File: src/dtps_pkg.sv
package dtps_pkg;
  // register bus geometry
  localparam int DW = 16;
  localparam int AW = 5;
  localparam int NPIN = 4;
  localparam int NCH = 2;

  // register offsets (word index on the plain port)
  localparam logic [AW-1:0] ADR_CTRL0 = 5'h00;
  localparam logic [AW-1:0] ADR_CTRL1 = 5'h01;
  localparam logic [AW-1:0] ADR_FUNC = 5'h02;
  localparam logic [AW-1:0] ADR_ODIS = 5'h03;
  localparam logic [AW-1:0] ADR_PWMSEL = 5'h04;
  localparam logic [AW-1:0] ADR_IOAB = 5'h05;
  localparam logic [AW-1:0] ADR_IOCD = 5'h06;
  localparam logic [AW-1:0] ADR_DEAD = 5'h07;
  localparam logic [AW-1:0] ADR_STAT = 5'h08;
  localparam logic [AW-1:0] ADR_GEN0 = 5'h10;
  localparam logic [AW-1:0] ADR_GEN1 = 5'h14;
  localparam logic [AW-1:0] ADR_CNT0 = 5'h18;
  localparam logic [AW-1:0] ADR_CNT1 = 5'h19;

  // channel control fields
  localparam int CTL_TCK_LSB = 0;
  localparam int CTL_RUN_BIT = 3;
  localparam int CTL_CLR_BIT = 4;
  // function control fields
  localparam int FCR_CMD_LSB = 0;
  localparam int FCR_EXT_CLOCK_SELECT_BIT = 2;
  localparam int FCR_FIXED_PERIOD_MODE_SEL_BIT = 3;
  // io control fields
  localparam int IO_LO_LSB = 0;
  localparam int IO_A3_BIT = 3;
  localparam int IO_HI_LSB = 4;
  localparam int STAT_OSC_BIT = 12;
  localparam int DEAD_W = 8;
  localparam int PRESC_W = 5;

  // reset values
  localparam logic [2:0] TCK_RST = 3'h0;
  localparam logic [1:0] CMD_RST = 2'h0;
  localparam logic FIXED_PERIOD_MODE_SEL_RST = 1'b1;
  localparam logic [NPIN-1:0] ODIS_RST = 4'hf;
  localparam logic [2:0] IO_RST = 3'h0;
  localparam logic [DEAD_W-1:0] DEAD_RST = 8'h00;

  // count source codes
  localparam logic [2:0] TCK_F1 = 3'h0;
  localparam logic [2:0] TCK_F2 = 3'h1;
  localparam logic [2:0] TCK_F4 = 3'h2;
  localparam logic [2:0] TCK_F8 = 3'h3;
  localparam logic [2:0] TCK_F32 = 3'h4;
  localparam logic [2:0] TCK_EXT = 3'h5;
  localparam logic [2:0] TCK_OSC = 3'h6;

  // combination mode codes; bit 1 set means complementary
  localparam logic [1:0] CMD_NONE = 2'h0;
  localparam logic [1:0] CMD_RSYNC = 2'h1;
  localparam int CMD_COMP_BIT = 1;

  // io field codes
  localparam logic [2:0] IO_NONE = 3'h0;
  localparam logic [2:0] IO_CMP_LOW = 3'h1;
  localparam logic [2:0] IO_CMP_HIGH = 3'h2;
  localparam logic [2:0] IO_CMP_TOG = 3'h3;
  localparam logic [2:0] IO_CAP_RISE = 3'h4;
  localparam logic [2:0] IO_CAP_FALL = 3'h5;
  localparam int IO_CAP_BIT = 2;

  // pin functions
  typedef enum logic [2:0] {
    PF_PORT = 3'b000,
    PF_FIXED = 3'b001,
    PF_COMPARE = 3'b010,
    PF_CAPTURE = 3'b011,
    PF_EXTCLK = 3'b100,
    PF_COMP = 3'b101,
    PF_RSYNC = 3'b110,
    PF_PWM = 3'b111
  } dtps_pf_e;
endpackage

File: src/dtps_chan.sv
`timescale 1ns/1ns
`default_nettype none
// one 16-bit counter channel with its four general registers
module dtps_chan #(
  parameter int W = 16,
  parameter int NREG = 4
) (
  input wire logic clock,
  input wire logic rst,
  input wire logic tick,
  input wire logic down,
  input wire logic clear,
  input wire logic cnt_wr,
  input wire logic [NREG-1:0] reg_wr,
  input wire logic [W-1:0] wr_data,
  input wire logic [NREG-1:0] cap_en,
  output logic [W-1:0] count,
  output logic [NREG-1:0][W-1:0] regs,
  output logic [NREG-1:0] match
);
  typedef struct packed {
    logic [W-1:0] cnt;
    logic [NREG-1:0][W-1:0] regs;
  } dtps_chan_s;

  dtps_chan_s st_reg;
  dtps_chan_s st_next;

  // counter steps on tick; capture beats a bus write to the same word
  always_comb
  begin
    st_next = st_reg;
    if (cnt_wr)
      st_next.cnt = wr_data;
    else if (clear)
      st_next.cnt = '0;
    else if (tick)
      st_next.cnt = down ? st_reg.cnt - W'(1) : st_reg.cnt + W'(1);
    for (int k = 0; k < NREG; k++)
    begin
      if (cap_en[k])
        st_next.regs[k] = st_reg.cnt;
      else if (reg_wr[k])
        st_next.regs[k] = wr_data;
    end
  end

  always_ff @(posedge clock or posedge rst)
  begin
    if (rst)
      st_reg <= '0;
    else
      st_reg <= st_next;
  end

  assign count = st_reg.cnt;
  assign regs = st_reg.regs;

  // equality detect per register
  genvar g;
  generate
    for (g = 0; g < NREG; g++)
    begin : g_match
      assign match[g] = (st_reg.cnt == st_reg.regs[g]);
    end
  endgenerate
endmodule // dtps_chan
`default_nettype wire

File: src/dtps_top.sv
`timescale 1ns/1ns
`default_nettype none
//Contract
//- two 16-bit channels, four pins on channel 0 only
//- source codes 000b-100b run from system clock
//- code 110b runs from fast oscillator
//- plain modes selectable per pin, mixable
//- combined modes use both channels together
//- capture edge copies counter into register
//- compare match may change pin level
//- fixed-period mode: two fixed-period PWM outputs
//- complementary: six outputs, triangle, dead time
//- reset-sync: six outputs, sawtooth, no dead time
//- pin A fixed-period output decode
//- compare output decode for pins A-D
//- capture input decode, output disable ignored
//- pin A external clock decode
//- pins B-D complementary output decode
//- pins B-D reset-sync output decode
//- pins B-D plain PWM output decode
module dtps_top (
  input wire logic CLOCK,
  input wire logic RST,
  input wire logic [dtps_pkg::AW-1:0] ADDR,
  input wire logic [dtps_pkg::DW-1:0] WDATA,
  input wire logic WR,
  input wire logic RD,
  output logic [dtps_pkg::DW-1:0] RDATA,
  input wire logic [3:0] CH0_PIN_I,
  output logic [3:0] CH0_PIN_O,
  output logic [3:0] CH0_PIN_OE,
  input wire logic [3:0] PORT_OUT,
  input wire logic [3:0] PORT_DIR,
  output logic [3:0] PORT_IN,
  input wire logic FAST_OSC_CLK,
  output logic OP_CLK_SEL_OSC,
  output logic [5:0] PHASE_OUT
);
  localparam int DW = dtps_pkg::DW;
  localparam int NP = dtps_pkg::NPIN;
  localparam int DTW = dtps_pkg::DEAD_W;

  typedef struct packed {
    logic [1:0][2:0] tck;
    logic [1:0] run;
    logic [1:0] clr_on_a;
    logic [1:0] cmd;
    logic ext_clock_select;
    logic fixed_period_mode_sel;
    logic [NP-1:0] odis;
    logic [NP-1:0] pwmsel;
    logic [NP-1:0][2:0] io;
    logic pin_a_extra_io_bit;
    logic [DTW-1:0] dead;
    logic [dtps_pkg::PRESC_W-1:0] presc;
    logic [NP-1:0] pin_s1;
    logic [NP-1:0] pin_s2;
    logic [NP-1:0] pin_prev;
    logic osc_s1;
    logic osc_s2;
    logic osc_prev;
    logic dir_down;
    logic [NP-1:0] cmp_out;
    logic [2:0][DTW-1:0] dt_cnt;
    logic [2:0] raw_q;
    logic [5:0] phase;
    logic osc_sel;
    logic [NP-1:0] pin_o;
    logic [NP-1:0] pin_oe;
    logic [NP-1:0] port_in;
    logic [DW-1:0] rdata;
  } dtps_state_s;

  dtps_state_s st_reg;
  dtps_state_s st_next;

  // channel wiring
  logic [1:0] ch_tick;
  logic [1:0] ch_down;
  logic [1:0] ch_clear;
  logic [1:0] ch_cnt_wr;
  logic [1:0][NP-1:0] ch_reg_wr;
  logic [1:0][NP-1:0] ch_cap;
  logic [1:0][DW-1:0] ch_cnt;
  logic [1:0][NP-1:0][DW-1:0] ch_regs;
  logic [1:0][NP-1:0] ch_match;

  // pin function decode shared by all four channel-0 pins
  function automatic dtps_pkg::dtps_pf_e pin_fn(
    input int k,
    input logic odis,
    input logic fixed_period_mode_sel,
    input logic ext_clock_select,
    input logic [1:0] cmd,
    input logic pwmsel,
    input logic [2:0] io,
    input logic pin_a_extra_io_bit
  );
    logic plain;
    logic cmp_io;
    plain = (cmd == dtps_pkg::CMD_NONE);
    cmp_io = (io != dtps_pkg::IO_NONE) && !io[dtps_pkg::IO_CAP_BIT];
    pin_fn = dtps_pkg::PF_PORT;
    if (k == 0)
    begin
      if (fixed_period_mode_sel && ext_clock_select && io == dtps_pkg::IO_NONE)
        pin_fn = dtps_pkg::PF_EXTCLK;
      else if (!odis && !fixed_period_mode_sel && !ext_clock_select && plain)
        pin_fn = dtps_pkg::PF_FIXED;
      else if (!odis && fixed_period_mode_sel && !ext_clock_select && plain && pin_a_extra_io_bit && cmp_io)
        pin_fn = dtps_pkg::PF_COMPARE;
      else if (fixed_period_mode_sel && !ext_clock_select && plain && io[dtps_pkg::IO_CAP_BIT])
        pin_fn = dtps_pkg::PF_CAPTURE;
    end
    else
    begin
      if (!odis && cmd[dtps_pkg::CMD_COMP_BIT])
        pin_fn = dtps_pkg::PF_COMP;
      else if (!odis && cmd == dtps_pkg::CMD_RSYNC)
        pin_fn = dtps_pkg::PF_RSYNC;
      else if (!odis && !fixed_period_mode_sel && plain && k == 1)
        pin_fn = dtps_pkg::PF_FIXED;
      else if (!odis && fixed_period_mode_sel && plain && pwmsel)
        pin_fn = dtps_pkg::PF_PWM;
      else if (!odis && fixed_period_mode_sel && plain && !pwmsel && cmp_io)
        pin_fn = dtps_pkg::PF_COMPARE;
      else if (fixed_period_mode_sel && plain && !pwmsel && io[dtps_pkg::IO_CAP_BIT])
        pin_fn = dtps_pkg::PF_CAPTURE;
    end
  endfunction

  // count source tick; all sources step on the one system clock
  function automatic logic src_tick(
    input logic [2:0] tck,
    input logic [dtps_pkg::PRESC_W-1:0] presc,
    input logic ext_rise,
    input logic osc_rise
  );
    case (tck)
      dtps_pkg::TCK_F1: src_tick = 1'b1;
      dtps_pkg::TCK_F2: src_tick = presc[0];
      dtps_pkg::TCK_F4: src_tick = &presc[1:0];
      dtps_pkg::TCK_F8: src_tick = &presc[2:0];
      dtps_pkg::TCK_F32: src_tick = &presc;
      dtps_pkg::TCK_EXT: src_tick = ext_rise;
      dtps_pkg::TCK_OSC: src_tick = osc_rise;
      default: src_tick = 1'b0;
    endcase
  endfunction

  dtps_pkg::dtps_pf_e [NP-1:0] pf;
  logic [NP-1:0] pin_rise;
  logic [NP-1:0] pin_fall;
  logic osc_rise;
  logic ext_rise;
  logic comp_on;
  logic rsync_on;
  logic fixed_on;
  logic [2:0] raw;
  logic [2:0] dt_done;
  logic [DW-1:0] rd_val;

  // decode every pin and the edge events it may use
  always_comb
  begin
    for (int k = 0; k < NP; k++)
      pf[k] = pin_fn(k, st_reg.odis[k], st_reg.fixed_period_mode_sel, st_reg.ext_clock_select,
        st_reg.cmd, st_reg.pwmsel[k], st_reg.io[k], st_reg.pin_a_extra_io_bit);
    pin_rise = st_reg.pin_s2 & ~st_reg.pin_prev;
    pin_fall = ~st_reg.pin_s2 & st_reg.pin_prev;
    osc_rise = st_reg.osc_s2 & ~st_reg.osc_prev;
    ext_rise = pin_rise[0] && (pf[0] == dtps_pkg::PF_EXTCLK);
    comp_on = st_reg.cmd[dtps_pkg::CMD_COMP_BIT];
    rsync_on = (st_reg.cmd == dtps_pkg::CMD_RSYNC);
    fixed_on = !st_reg.fixed_period_mode_sel && (st_reg.cmd == dtps_pkg::CMD_NONE);
  end

  // counter control for both channels
  always_comb
  begin
    for (int c = 0; c < dtps_pkg::NCH; c++)
    begin
      ch_tick[c] = st_reg.run[c] &&
        src_tick(st_reg.tck[c], st_reg.presc, ext_rise, osc_rise);
      ch_cnt_wr[c] = WR && ADDR == (c == 0 ? dtps_pkg::ADR_CNT0
        : dtps_pkg::ADR_CNT1);
      for (int k = 0; k < NP; k++)
        ch_reg_wr[c][k] = WR && ADDR == ((c == 0 ? dtps_pkg::ADR_GEN0
          : dtps_pkg::ADR_GEN1) + dtps_pkg::AW'(k));
    end
    // channel 1 period tracks its own A register only when its clear bit is set
    ch_clear[1] = ch_tick[1] && ch_match[1][0] && st_reg.clr_on_a[1];
    // combined sawtooth modes always wrap channel 0 on its A match
    ch_clear[0] = ch_tick[0] && ch_match[0][0] && !comp_on &&
      (st_reg.clr_on_a[0] || rsync_on || fixed_on);
    // triangle counts down after the peak, never below zero
    ch_down[0] = comp_on && st_reg.dir_down && ch_cnt[0] != '0;
    ch_down[1] = 1'b0;
    // capture only from channel-0 pins set for it
    for (int k = 0; k < NP; k++)
    begin
      ch_cap[0][k] = (pf[k] == dtps_pkg::PF_CAPTURE) && (
        (st_reg.io[k] == dtps_pkg::IO_CAP_RISE && pin_rise[k]) ||
        (st_reg.io[k] == dtps_pkg::IO_CAP_FALL && pin_fall[k]) ||
        (st_reg.io[k][1] && (pin_rise[k] || pin_fall[k])));
      ch_cap[1][k] = 1'b0;
    end
  end

  // two independent channels of the same shape
  genvar gc;
  generate
    for (gc = 0; gc < dtps_pkg::NCH; gc++)
    begin : g_chan
      dtps_chan #(
        .W(DW),
        .NREG(NP)
      ) u_chan (
        .clock(CLOCK),
        .rst(RST),
        .tick(ch_tick[gc]),
        .down(ch_down[gc]),
        .clear(ch_clear[gc]),
        .cnt_wr(ch_cnt_wr[gc]),
        .reg_wr(ch_reg_wr[gc]),
        .wr_data(WDATA),
        .cap_en(ch_cap[gc]),
        .count(ch_cnt[gc]),
        .regs(ch_regs[gc]),
        .match(ch_match[gc])
      );
    end
  endgenerate

  // register readback, zero for unmapped words
  always_comb
  begin
    rd_val = '0;
    case (ADDR)
      dtps_pkg::ADR_CTRL0, dtps_pkg::ADR_CTRL1:
      begin
        rd_val[dtps_pkg::CTL_TCK_LSB +: 3] = st_reg.tck[ADDR[0]];
        rd_val[dtps_pkg::CTL_RUN_BIT] = st_reg.run[ADDR[0]];
        rd_val[dtps_pkg::CTL_CLR_BIT] = st_reg.clr_on_a[ADDR[0]];
      end
      dtps_pkg::ADR_FUNC:
      begin
        rd_val[dtps_pkg::FCR_CMD_LSB +: 2] = st_reg.cmd;
        rd_val[dtps_pkg::FCR_EXT_CLOCK_SELECT_BIT] = st_reg.ext_clock_select;
        rd_val[dtps_pkg::FCR_FIXED_PERIOD_MODE_SEL_BIT] = st_reg.fixed_period_mode_sel;
      end
      dtps_pkg::ADR_ODIS: rd_val[NP-1:0] = st_reg.odis;
      dtps_pkg::ADR_PWMSEL: rd_val[NP-1:1] = st_reg.pwmsel[NP-1:1];
      dtps_pkg::ADR_IOAB:
      begin
        rd_val[dtps_pkg::IO_LO_LSB +: 3] = st_reg.io[0];
        rd_val[dtps_pkg::IO_A3_BIT] = st_reg.pin_a_extra_io_bit;
        rd_val[dtps_pkg::IO_HI_LSB +: 3] = st_reg.io[1];
      end
      dtps_pkg::ADR_IOCD:
      begin
        rd_val[dtps_pkg::IO_LO_LSB +: 3] = st_reg.io[2];
        rd_val[dtps_pkg::IO_HI_LSB +: 3] = st_reg.io[3];
      end
      dtps_pkg::ADR_DEAD: rd_val[DTW-1:0] = st_reg.dead;
      dtps_pkg::ADR_STAT:
      begin
        rd_val[11:0] = {pf[3], pf[2], pf[1], pf[0]};
        rd_val[dtps_pkg::STAT_OSC_BIT] = st_reg.osc_sel;
      end
      dtps_pkg::ADR_CNT0: rd_val = ch_cnt[0];
      dtps_pkg::ADR_CNT1: rd_val = ch_cnt[1];
      default:
      begin
        if (ADDR[4:3] == dtps_pkg::ADR_GEN0[4:3])
          rd_val = ch_regs[ADDR[2]][ADDR[1:0]];
        else
          rd_val = '0;
      end
    endcase
  end

  // raw three-phase levels; duties from channel 1, period from channel 0
  always_comb
  begin
    for (int k = 0; k < 3; k++)
    begin
      raw[k] = ch_cnt[0] < ch_regs[1][k + 1];
      dt_done[k] = st_reg.dt_cnt[k] >= st_reg.dead;
    end
  end

  // next state of everything the block keeps
  always_comb
  begin
    st_next = st_reg;
    // bus writes to configuration
    if (WR)
    begin
      case (ADDR)
        dtps_pkg::ADR_CTRL0, dtps_pkg::ADR_CTRL1:
        begin
          st_next.tck[ADDR[0]] = WDATA[dtps_pkg::CTL_TCK_LSB +: 3];
          st_next.run[ADDR[0]] = WDATA[dtps_pkg::CTL_RUN_BIT];
          st_next.clr_on_a[ADDR[0]] = WDATA[dtps_pkg::CTL_CLR_BIT];
        end
        dtps_pkg::ADR_FUNC:
        begin
          st_next.cmd = WDATA[dtps_pkg::FCR_CMD_LSB +: 2];
          st_next.ext_clock_select = WDATA[dtps_pkg::FCR_EXT_CLOCK_SELECT_BIT];
          st_next.fixed_period_mode_sel = WDATA[dtps_pkg::FCR_FIXED_PERIOD_MODE_SEL_BIT];
        end
        dtps_pkg::ADR_ODIS: st_next.odis = WDATA[NP-1:0];
        dtps_pkg::ADR_PWMSEL: st_next.pwmsel = {WDATA[NP-1:1], 1'b0};
        dtps_pkg::ADR_IOAB:
        begin
          st_next.io[0] = WDATA[dtps_pkg::IO_LO_LSB +: 3];
          st_next.pin_a_extra_io_bit = WDATA[dtps_pkg::IO_A3_BIT];
          st_next.io[1] = WDATA[dtps_pkg::IO_HI_LSB +: 3];
        end
        dtps_pkg::ADR_IOCD:
        begin
          st_next.io[2] = WDATA[dtps_pkg::IO_LO_LSB +: 3];
          st_next.io[3] = WDATA[dtps_pkg::IO_HI_LSB +: 3];
        end
        dtps_pkg::ADR_DEAD: st_next.dead = WDATA[DTW-1:0];
        default: st_next.dead = st_reg.dead;
      endcase
    end
    st_next.rdata = RD ? rd_val : '0;
    st_next.presc = st_reg.presc + dtps_pkg::PRESC_W'(1);
    // pins and the oscillator are foreign: two flops before any use
    st_next.pin_s1 = CH0_PIN_I;
    st_next.pin_s2 = st_reg.pin_s1;
    st_next.pin_prev = st_reg.pin_s2;
    st_next.osc_s1 = FAST_OSC_CLK;
    st_next.osc_s2 = st_reg.osc_s1;
    st_next.osc_prev = st_reg.osc_s2;
    st_next.port_in = st_reg.pin_s2;
    // either channel on the oscillator moves the whole unit to it
    st_next.osc_sel = (st_reg.tck[0] == dtps_pkg::TCK_OSC) ||
      (st_reg.tck[1] == dtps_pkg::TCK_OSC);
    // triangle direction turns at the peak and at zero
    if (!comp_on)
      st_next.dir_down = 1'b0;
    else if (ch_tick[0] && !st_reg.dir_down && ch_match[0][0])
      st_next.dir_down = 1'b1;
    else if (ch_tick[0] && ch_cnt[0] == '0)
      st_next.dir_down = 1'b0;
    // compare actions on a counted match
    for (int k = 0; k < NP; k++)
    begin
      if (pf[k] == dtps_pkg::PF_COMPARE && ch_tick[0] && ch_match[0][k])
      begin
        case (st_reg.io[k])
          dtps_pkg::IO_CMP_LOW: st_next.cmp_out[k] = 1'b0;
          dtps_pkg::IO_CMP_HIGH: st_next.cmp_out[k] = 1'b1;
          dtps_pkg::IO_CMP_TOG: st_next.cmp_out[k] = ~st_reg.cmp_out[k];
          default: st_next.cmp_out[k] = st_reg.cmp_out[k];
        endcase
      end
    end
    // dead time: both legs low until the gap has elapsed
    for (int k = 0; k < 3; k++)
    begin
      st_next.raw_q[k] = raw[k];
      if (raw[k] != st_reg.raw_q[k])
        st_next.dt_cnt[k] = '0;
      else if (!dt_done[k])
        st_next.dt_cnt[k] = st_reg.dt_cnt[k] + DTW'(1);
      if (comp_on)
      begin
        st_next.phase[k] = st_reg.raw_q[k] && dt_done[k];
        st_next.phase[k + 3] = !st_reg.raw_q[k] && dt_done[k];
      end
      else if (rsync_on)
      begin
        st_next.phase[k] = raw[k];
        st_next.phase[k + 3] = !raw[k];
      end
      else
      begin
        st_next.phase[k] = 1'b0;
        st_next.phase[k + 3] = 1'b0;
      end
    end
    // pin drivers registered so pads never see decode glitches
    for (int k = 0; k < NP; k++)
    begin
      case (pf[k])
        dtps_pkg::PF_FIXED:
        begin
          // only pins A and B decode here, so bit 0 picks the channel
          st_next.pin_o[k] = ch_cnt[0] < ch_regs[k[0]][1];
          st_next.pin_oe[k] = 1'b1;
        end
        dtps_pkg::PF_COMPARE:
        begin
          st_next.pin_o[k] = st_reg.cmp_out[k];
          st_next.pin_oe[k] = 1'b1;
        end
        dtps_pkg::PF_PWM:
        begin
          st_next.pin_o[k] = ch_cnt[0] < ch_regs[0][k];
          st_next.pin_oe[k] = 1'b1;
        end
        dtps_pkg::PF_COMP:
        begin
          st_next.pin_o[k] = st_next.phase[(k + 2) % 3];
          st_next.pin_oe[k] = 1'b1;
        end
        dtps_pkg::PF_RSYNC:
        begin
          st_next.pin_o[k] = st_next.phase[(k + 2) % 3];
          st_next.pin_oe[k] = 1'b1;
        end
        dtps_pkg::PF_CAPTURE, dtps_pkg::PF_EXTCLK:
        begin
          // relies on software having set the port to input
          st_next.pin_o[k] = PORT_OUT[k];
          st_next.pin_oe[k] = PORT_DIR[k];
        end
        default:
        begin
          st_next.pin_o[k] = PORT_OUT[k];
          st_next.pin_oe[k] = PORT_DIR[k];
        end
      endcase
    end
  end

  // single state register with constant reset values
  always_ff @(posedge CLOCK or posedge RST)
  begin
    if (RST)
    begin
      st_reg <= '0;
      st_reg.tck <= {dtps_pkg::TCK_RST, dtps_pkg::TCK_RST};
      st_reg.cmd <= dtps_pkg::CMD_RST;
      st_reg.fixed_period_mode_sel <= dtps_pkg::FIXED_PERIOD_MODE_SEL_RST;
      st_reg.odis <= dtps_pkg::ODIS_RST;
      st_reg.io <= {NP{dtps_pkg::IO_RST}};
      st_reg.dead <= dtps_pkg::DEAD_RST;
    end
    else
      st_reg <= st_next;
  end

  assign RDATA = st_reg.rdata;
  assign CH0_PIN_O = st_reg.pin_o;
  assign CH0_PIN_OE = st_reg.pin_oe;
  assign PORT_IN = st_reg.port_in;
  assign OP_CLK_SEL_OSC = st_reg.osc_sel;
  assign PHASE_OUT = st_reg.phase;
endmodule // dtps_top
`default_nettype wire

File: config.mk
export PLATFORM = sky130hd
export DESIGN_NAME = dtps_top
export DESIGN_NICKNAME = d
export VERILOG_FILES = /design/src/dtps_pkg.sv /design/src/dtps_chan.sv /design/src/dtps_top.sv
export SDC_FILE = /design/constraint.sdc
export NUM_CORES = 1
export LEC_CHECK = 0
export ABC_AREA = 1
export BUFFER_PORTS_ARGS = -buffer_cell sky130_fd_sc_hd__buf_4
export CAP_MARGIN = 20
export CORE_MARGIN = 2
export CORE_UTILIZATION = 40
export DETAILED_ROUTE_END_ITERATION = 12
export SYNTH_ARGS = -nofsm -noshare
export SYNTH_HDL_FRONTEND = slang
export SYNTH_SLANG_ARGS = --single-unit
export TNS_END_PERCENT = 50
File: constraint.sdc
create_clock -name CLOCK -period 13 [get_ports CLOCK]
set_input_delay 1.3 -clock CLOCK [delete_from_list [all_inputs] [get_ports CLOCK]]
set_output_delay 1.3 -clock CLOCK [all_outputs]
set_load 0.05 [all_outputs]
==> results.toml <==
[drt]
via_count = 17200
avgViaCountPerCell = 5.82
ant_nets = 0
wirelength_um = 67500
wire_per_inst_um = 22.8
drt_iter0_markers = 1978
drtPass1Iterations = 6
drcViolationCount = 0

[yosys]
async_flop_share = 1.00
ys_types = 56
synth-xor-area-share = 0.0199
synth-compound-area-share = 0.187
ys.flop_type = "dfrtp_1"
syn-instance-count = 2319
synth_mux_area_frac = 0
synth_seq_cells = 285
yosys.area_share.simple = 0.199
yosys.area_share.adder = 0.102
postSynthNetCount = 2507
seq_area_frac_synth = 0.389
synth_area_per_cell_um2 = 7.91
synth_area_mm2 = 0.0183
synth-edff-count = 0
ys_warn_count = 0
synth_top_family_by_area = "simple AND/OR/NAND/NOR gates"

[critical_path]
crit_path_end = "g_chan[0].u_chan.count[7]$_DFFE_PP0P_"
critPathArrivalTime_ns = 4.61
end_kind = "flip-flop"
r2r-start = "st_reg[82]$_DFF_PP0_"
timing.rr.end = "g_chan[0].u_chan.count[7]$_DFFE_PP0P_"
critPathLaunch = "ADDR[2]"
crit_fanout = 87
required_ns = 13.44
r2r_setup_slack_ns = 8.90
reg2reg_depth = 17
crit_path_start_kind = "input pin"
criticalPathCategory = "input pin to flip-flop"

[floorplan]
rows = 78
initial_utilization = 0.405
fp.dieArea_mm2 = 0.0476
die-width_um = 218
die_h_um = 218
core_area_mm2 = 0.0453
io_pins = 73

[clock_tree]
cts_tree = "done"
clockBufferDepth = 3
clk_latency_ns = 0.56
post-cts-setup-buffer-count = 0
cts.sinks = 285
cts-hold-fix-buffers = 0
htreeDepth = 2
cts_resized = 0
cts-root-buf = "clkbuf_16"
clk_pin_slew_ns = 0.06
cts_buffers = 36

[global_route]
grt_pass1_wl_um = 102000
grt_max_degree = 94
grt_pass1_vias = 16500
grt_overflow_total = 0
grt.total_usage = 0.285
antenna_found_initial = 0

[outcome]
status = "complete, no violations"

[sta]
max_freq_mhz = 240
final.min_clock_period_ns = 4.17
setup_viol = 0
slew_headroom = 0.189
min_period_over_period = 0.321
rsz0062_at_grt = "false"
skew_ns = 0.0309
setup_slack_ns = 8.83
final.setup.tns_ns = 0
tightest_slew_ns = 1.21
hold_viol = 0
final_max_slew_viol_count = 0

[pwr]
vdd_ir_drop_max_mv = 0.102
cellPowerDensity_mw_per_mm2 = 189
leakagePower_nw = 9.75

[cells_and_area]
finalNonFillerCells = 2964
layout.cells.most_common = "nand2_1"
antennaDiodeCount = 0
utilization = 0.454
largest_reg_flops = 128
layout_common_cells = "nand2_1, inv_1, dfrtp_1"
nNetsFinal = 2525
drive_gt1_frac = 0.0939
synthToLayoutAreaGrowth_pct = 12.0

[place]
place_congestion = 0.970
place_ws_ns = 8.32
dp.cells = 2897
dp_hpwl_um = 49200
numPortBuffers = 72

[min_path]
hold_path_class = "flip-flop to flip-flop"

[job]
max_cap_violations = 0
worst max-delay path, stage by stage:
cell and delay [ns]:
buf_4 0.32, nor2_1 0.24, nand2_1 0.12, nor2_1 0.49, inv_1 0.36, nand2_1 0.41
inv_1 0.34, nand2_1 0.63, o21ai_0 0.20, inv_1 0.11, a21oi_2 0.05
worst min path at each step:
stage,slack [ns],cells after the start,end,from
detailed placement,0.34,0,st_next[16]$_DFF_PP0_,st_next[74]$_DFF_PP0_
global placement,0.33,0,st_next[17]$_DFF_PP0_,st_next[75]$_DFF_PP0_
finish,0.35,0,st_next[67]$_DFF_PP0_,st_next[68]$_DFF_PP0_
CTS,0.36,0,st_next[16]$_DFF_PP0_,st_next[74]$_DFF_PP0_
floorplan,0.33,0,st_next[16]$_DFF_PP0_,st_next[74]$_DFF_PP0_
global route,0.35,0,st_next[18]$_DFF_PP0_,st_next[76]$_DFF_PP0_
cell families after synthesis:
family | Yosys count
adder cells (fa/ha/maj) | 150
AND/OR/NAND/NOR | 820
flip-flops | 285
buffers and inverters | 453
AO/OA/AOI/OAI | 572
XOR/XNOR | 39
cell usage after synthesis, types with 33 or more instances:
master / n / area [µm²]
a21oi_1: 149 / 746
buf_4: 36 / 270
clkbuf_1: 62 / 233
dfrtp_1: 280 / 7010
ha_1: 150 / 1880
inv_1: 328 / 1230
nand2_1: 406 / 1520
nand3_1: 164 / 821
nand4_1: 45 / 282
nor2_1: 119 / 447
nor3_1: 33 / 165
o21ai_0: 236 / 1180
o221ai_1: 65 / 569
o22ai_1: 33 / 206
layer usage:
layer	routed length (µm)	track usage
met1	28600	0.394
met2	29900	0.442
met3	5570	0.0401
met4	3440	0.132
met5	0	0
layout make-up:
class,count,area (µm²)
clock buffer,50,1060
clock inverter,15,238
fill,4531,24700
inverter,336,1270
multi-input combinational,1581,9320
sequential,285,7140
tap,600,751
timing repair buffer,97,769
where the power goes:
part	switching [mW]	internal (mW)	leakage [nW]
Sequential	0.246	1.10	3.55
Clock	0.414	0.692	0.639
Combinational	0.941	0.484	5.55
through the flow:
stage	cell area (µm²)	total power, mW	hold slack, ns
after floorplan	18300	2.27	0.331
after detailed placement	19200	2.75	0.341
after global routing	20500	4.12	0.350
after global placement	19200	2.71	0.332
after CTS	20500	3.87	0.355
final	20500	3.88	0.350
Power figures use the tool's default switching activity.
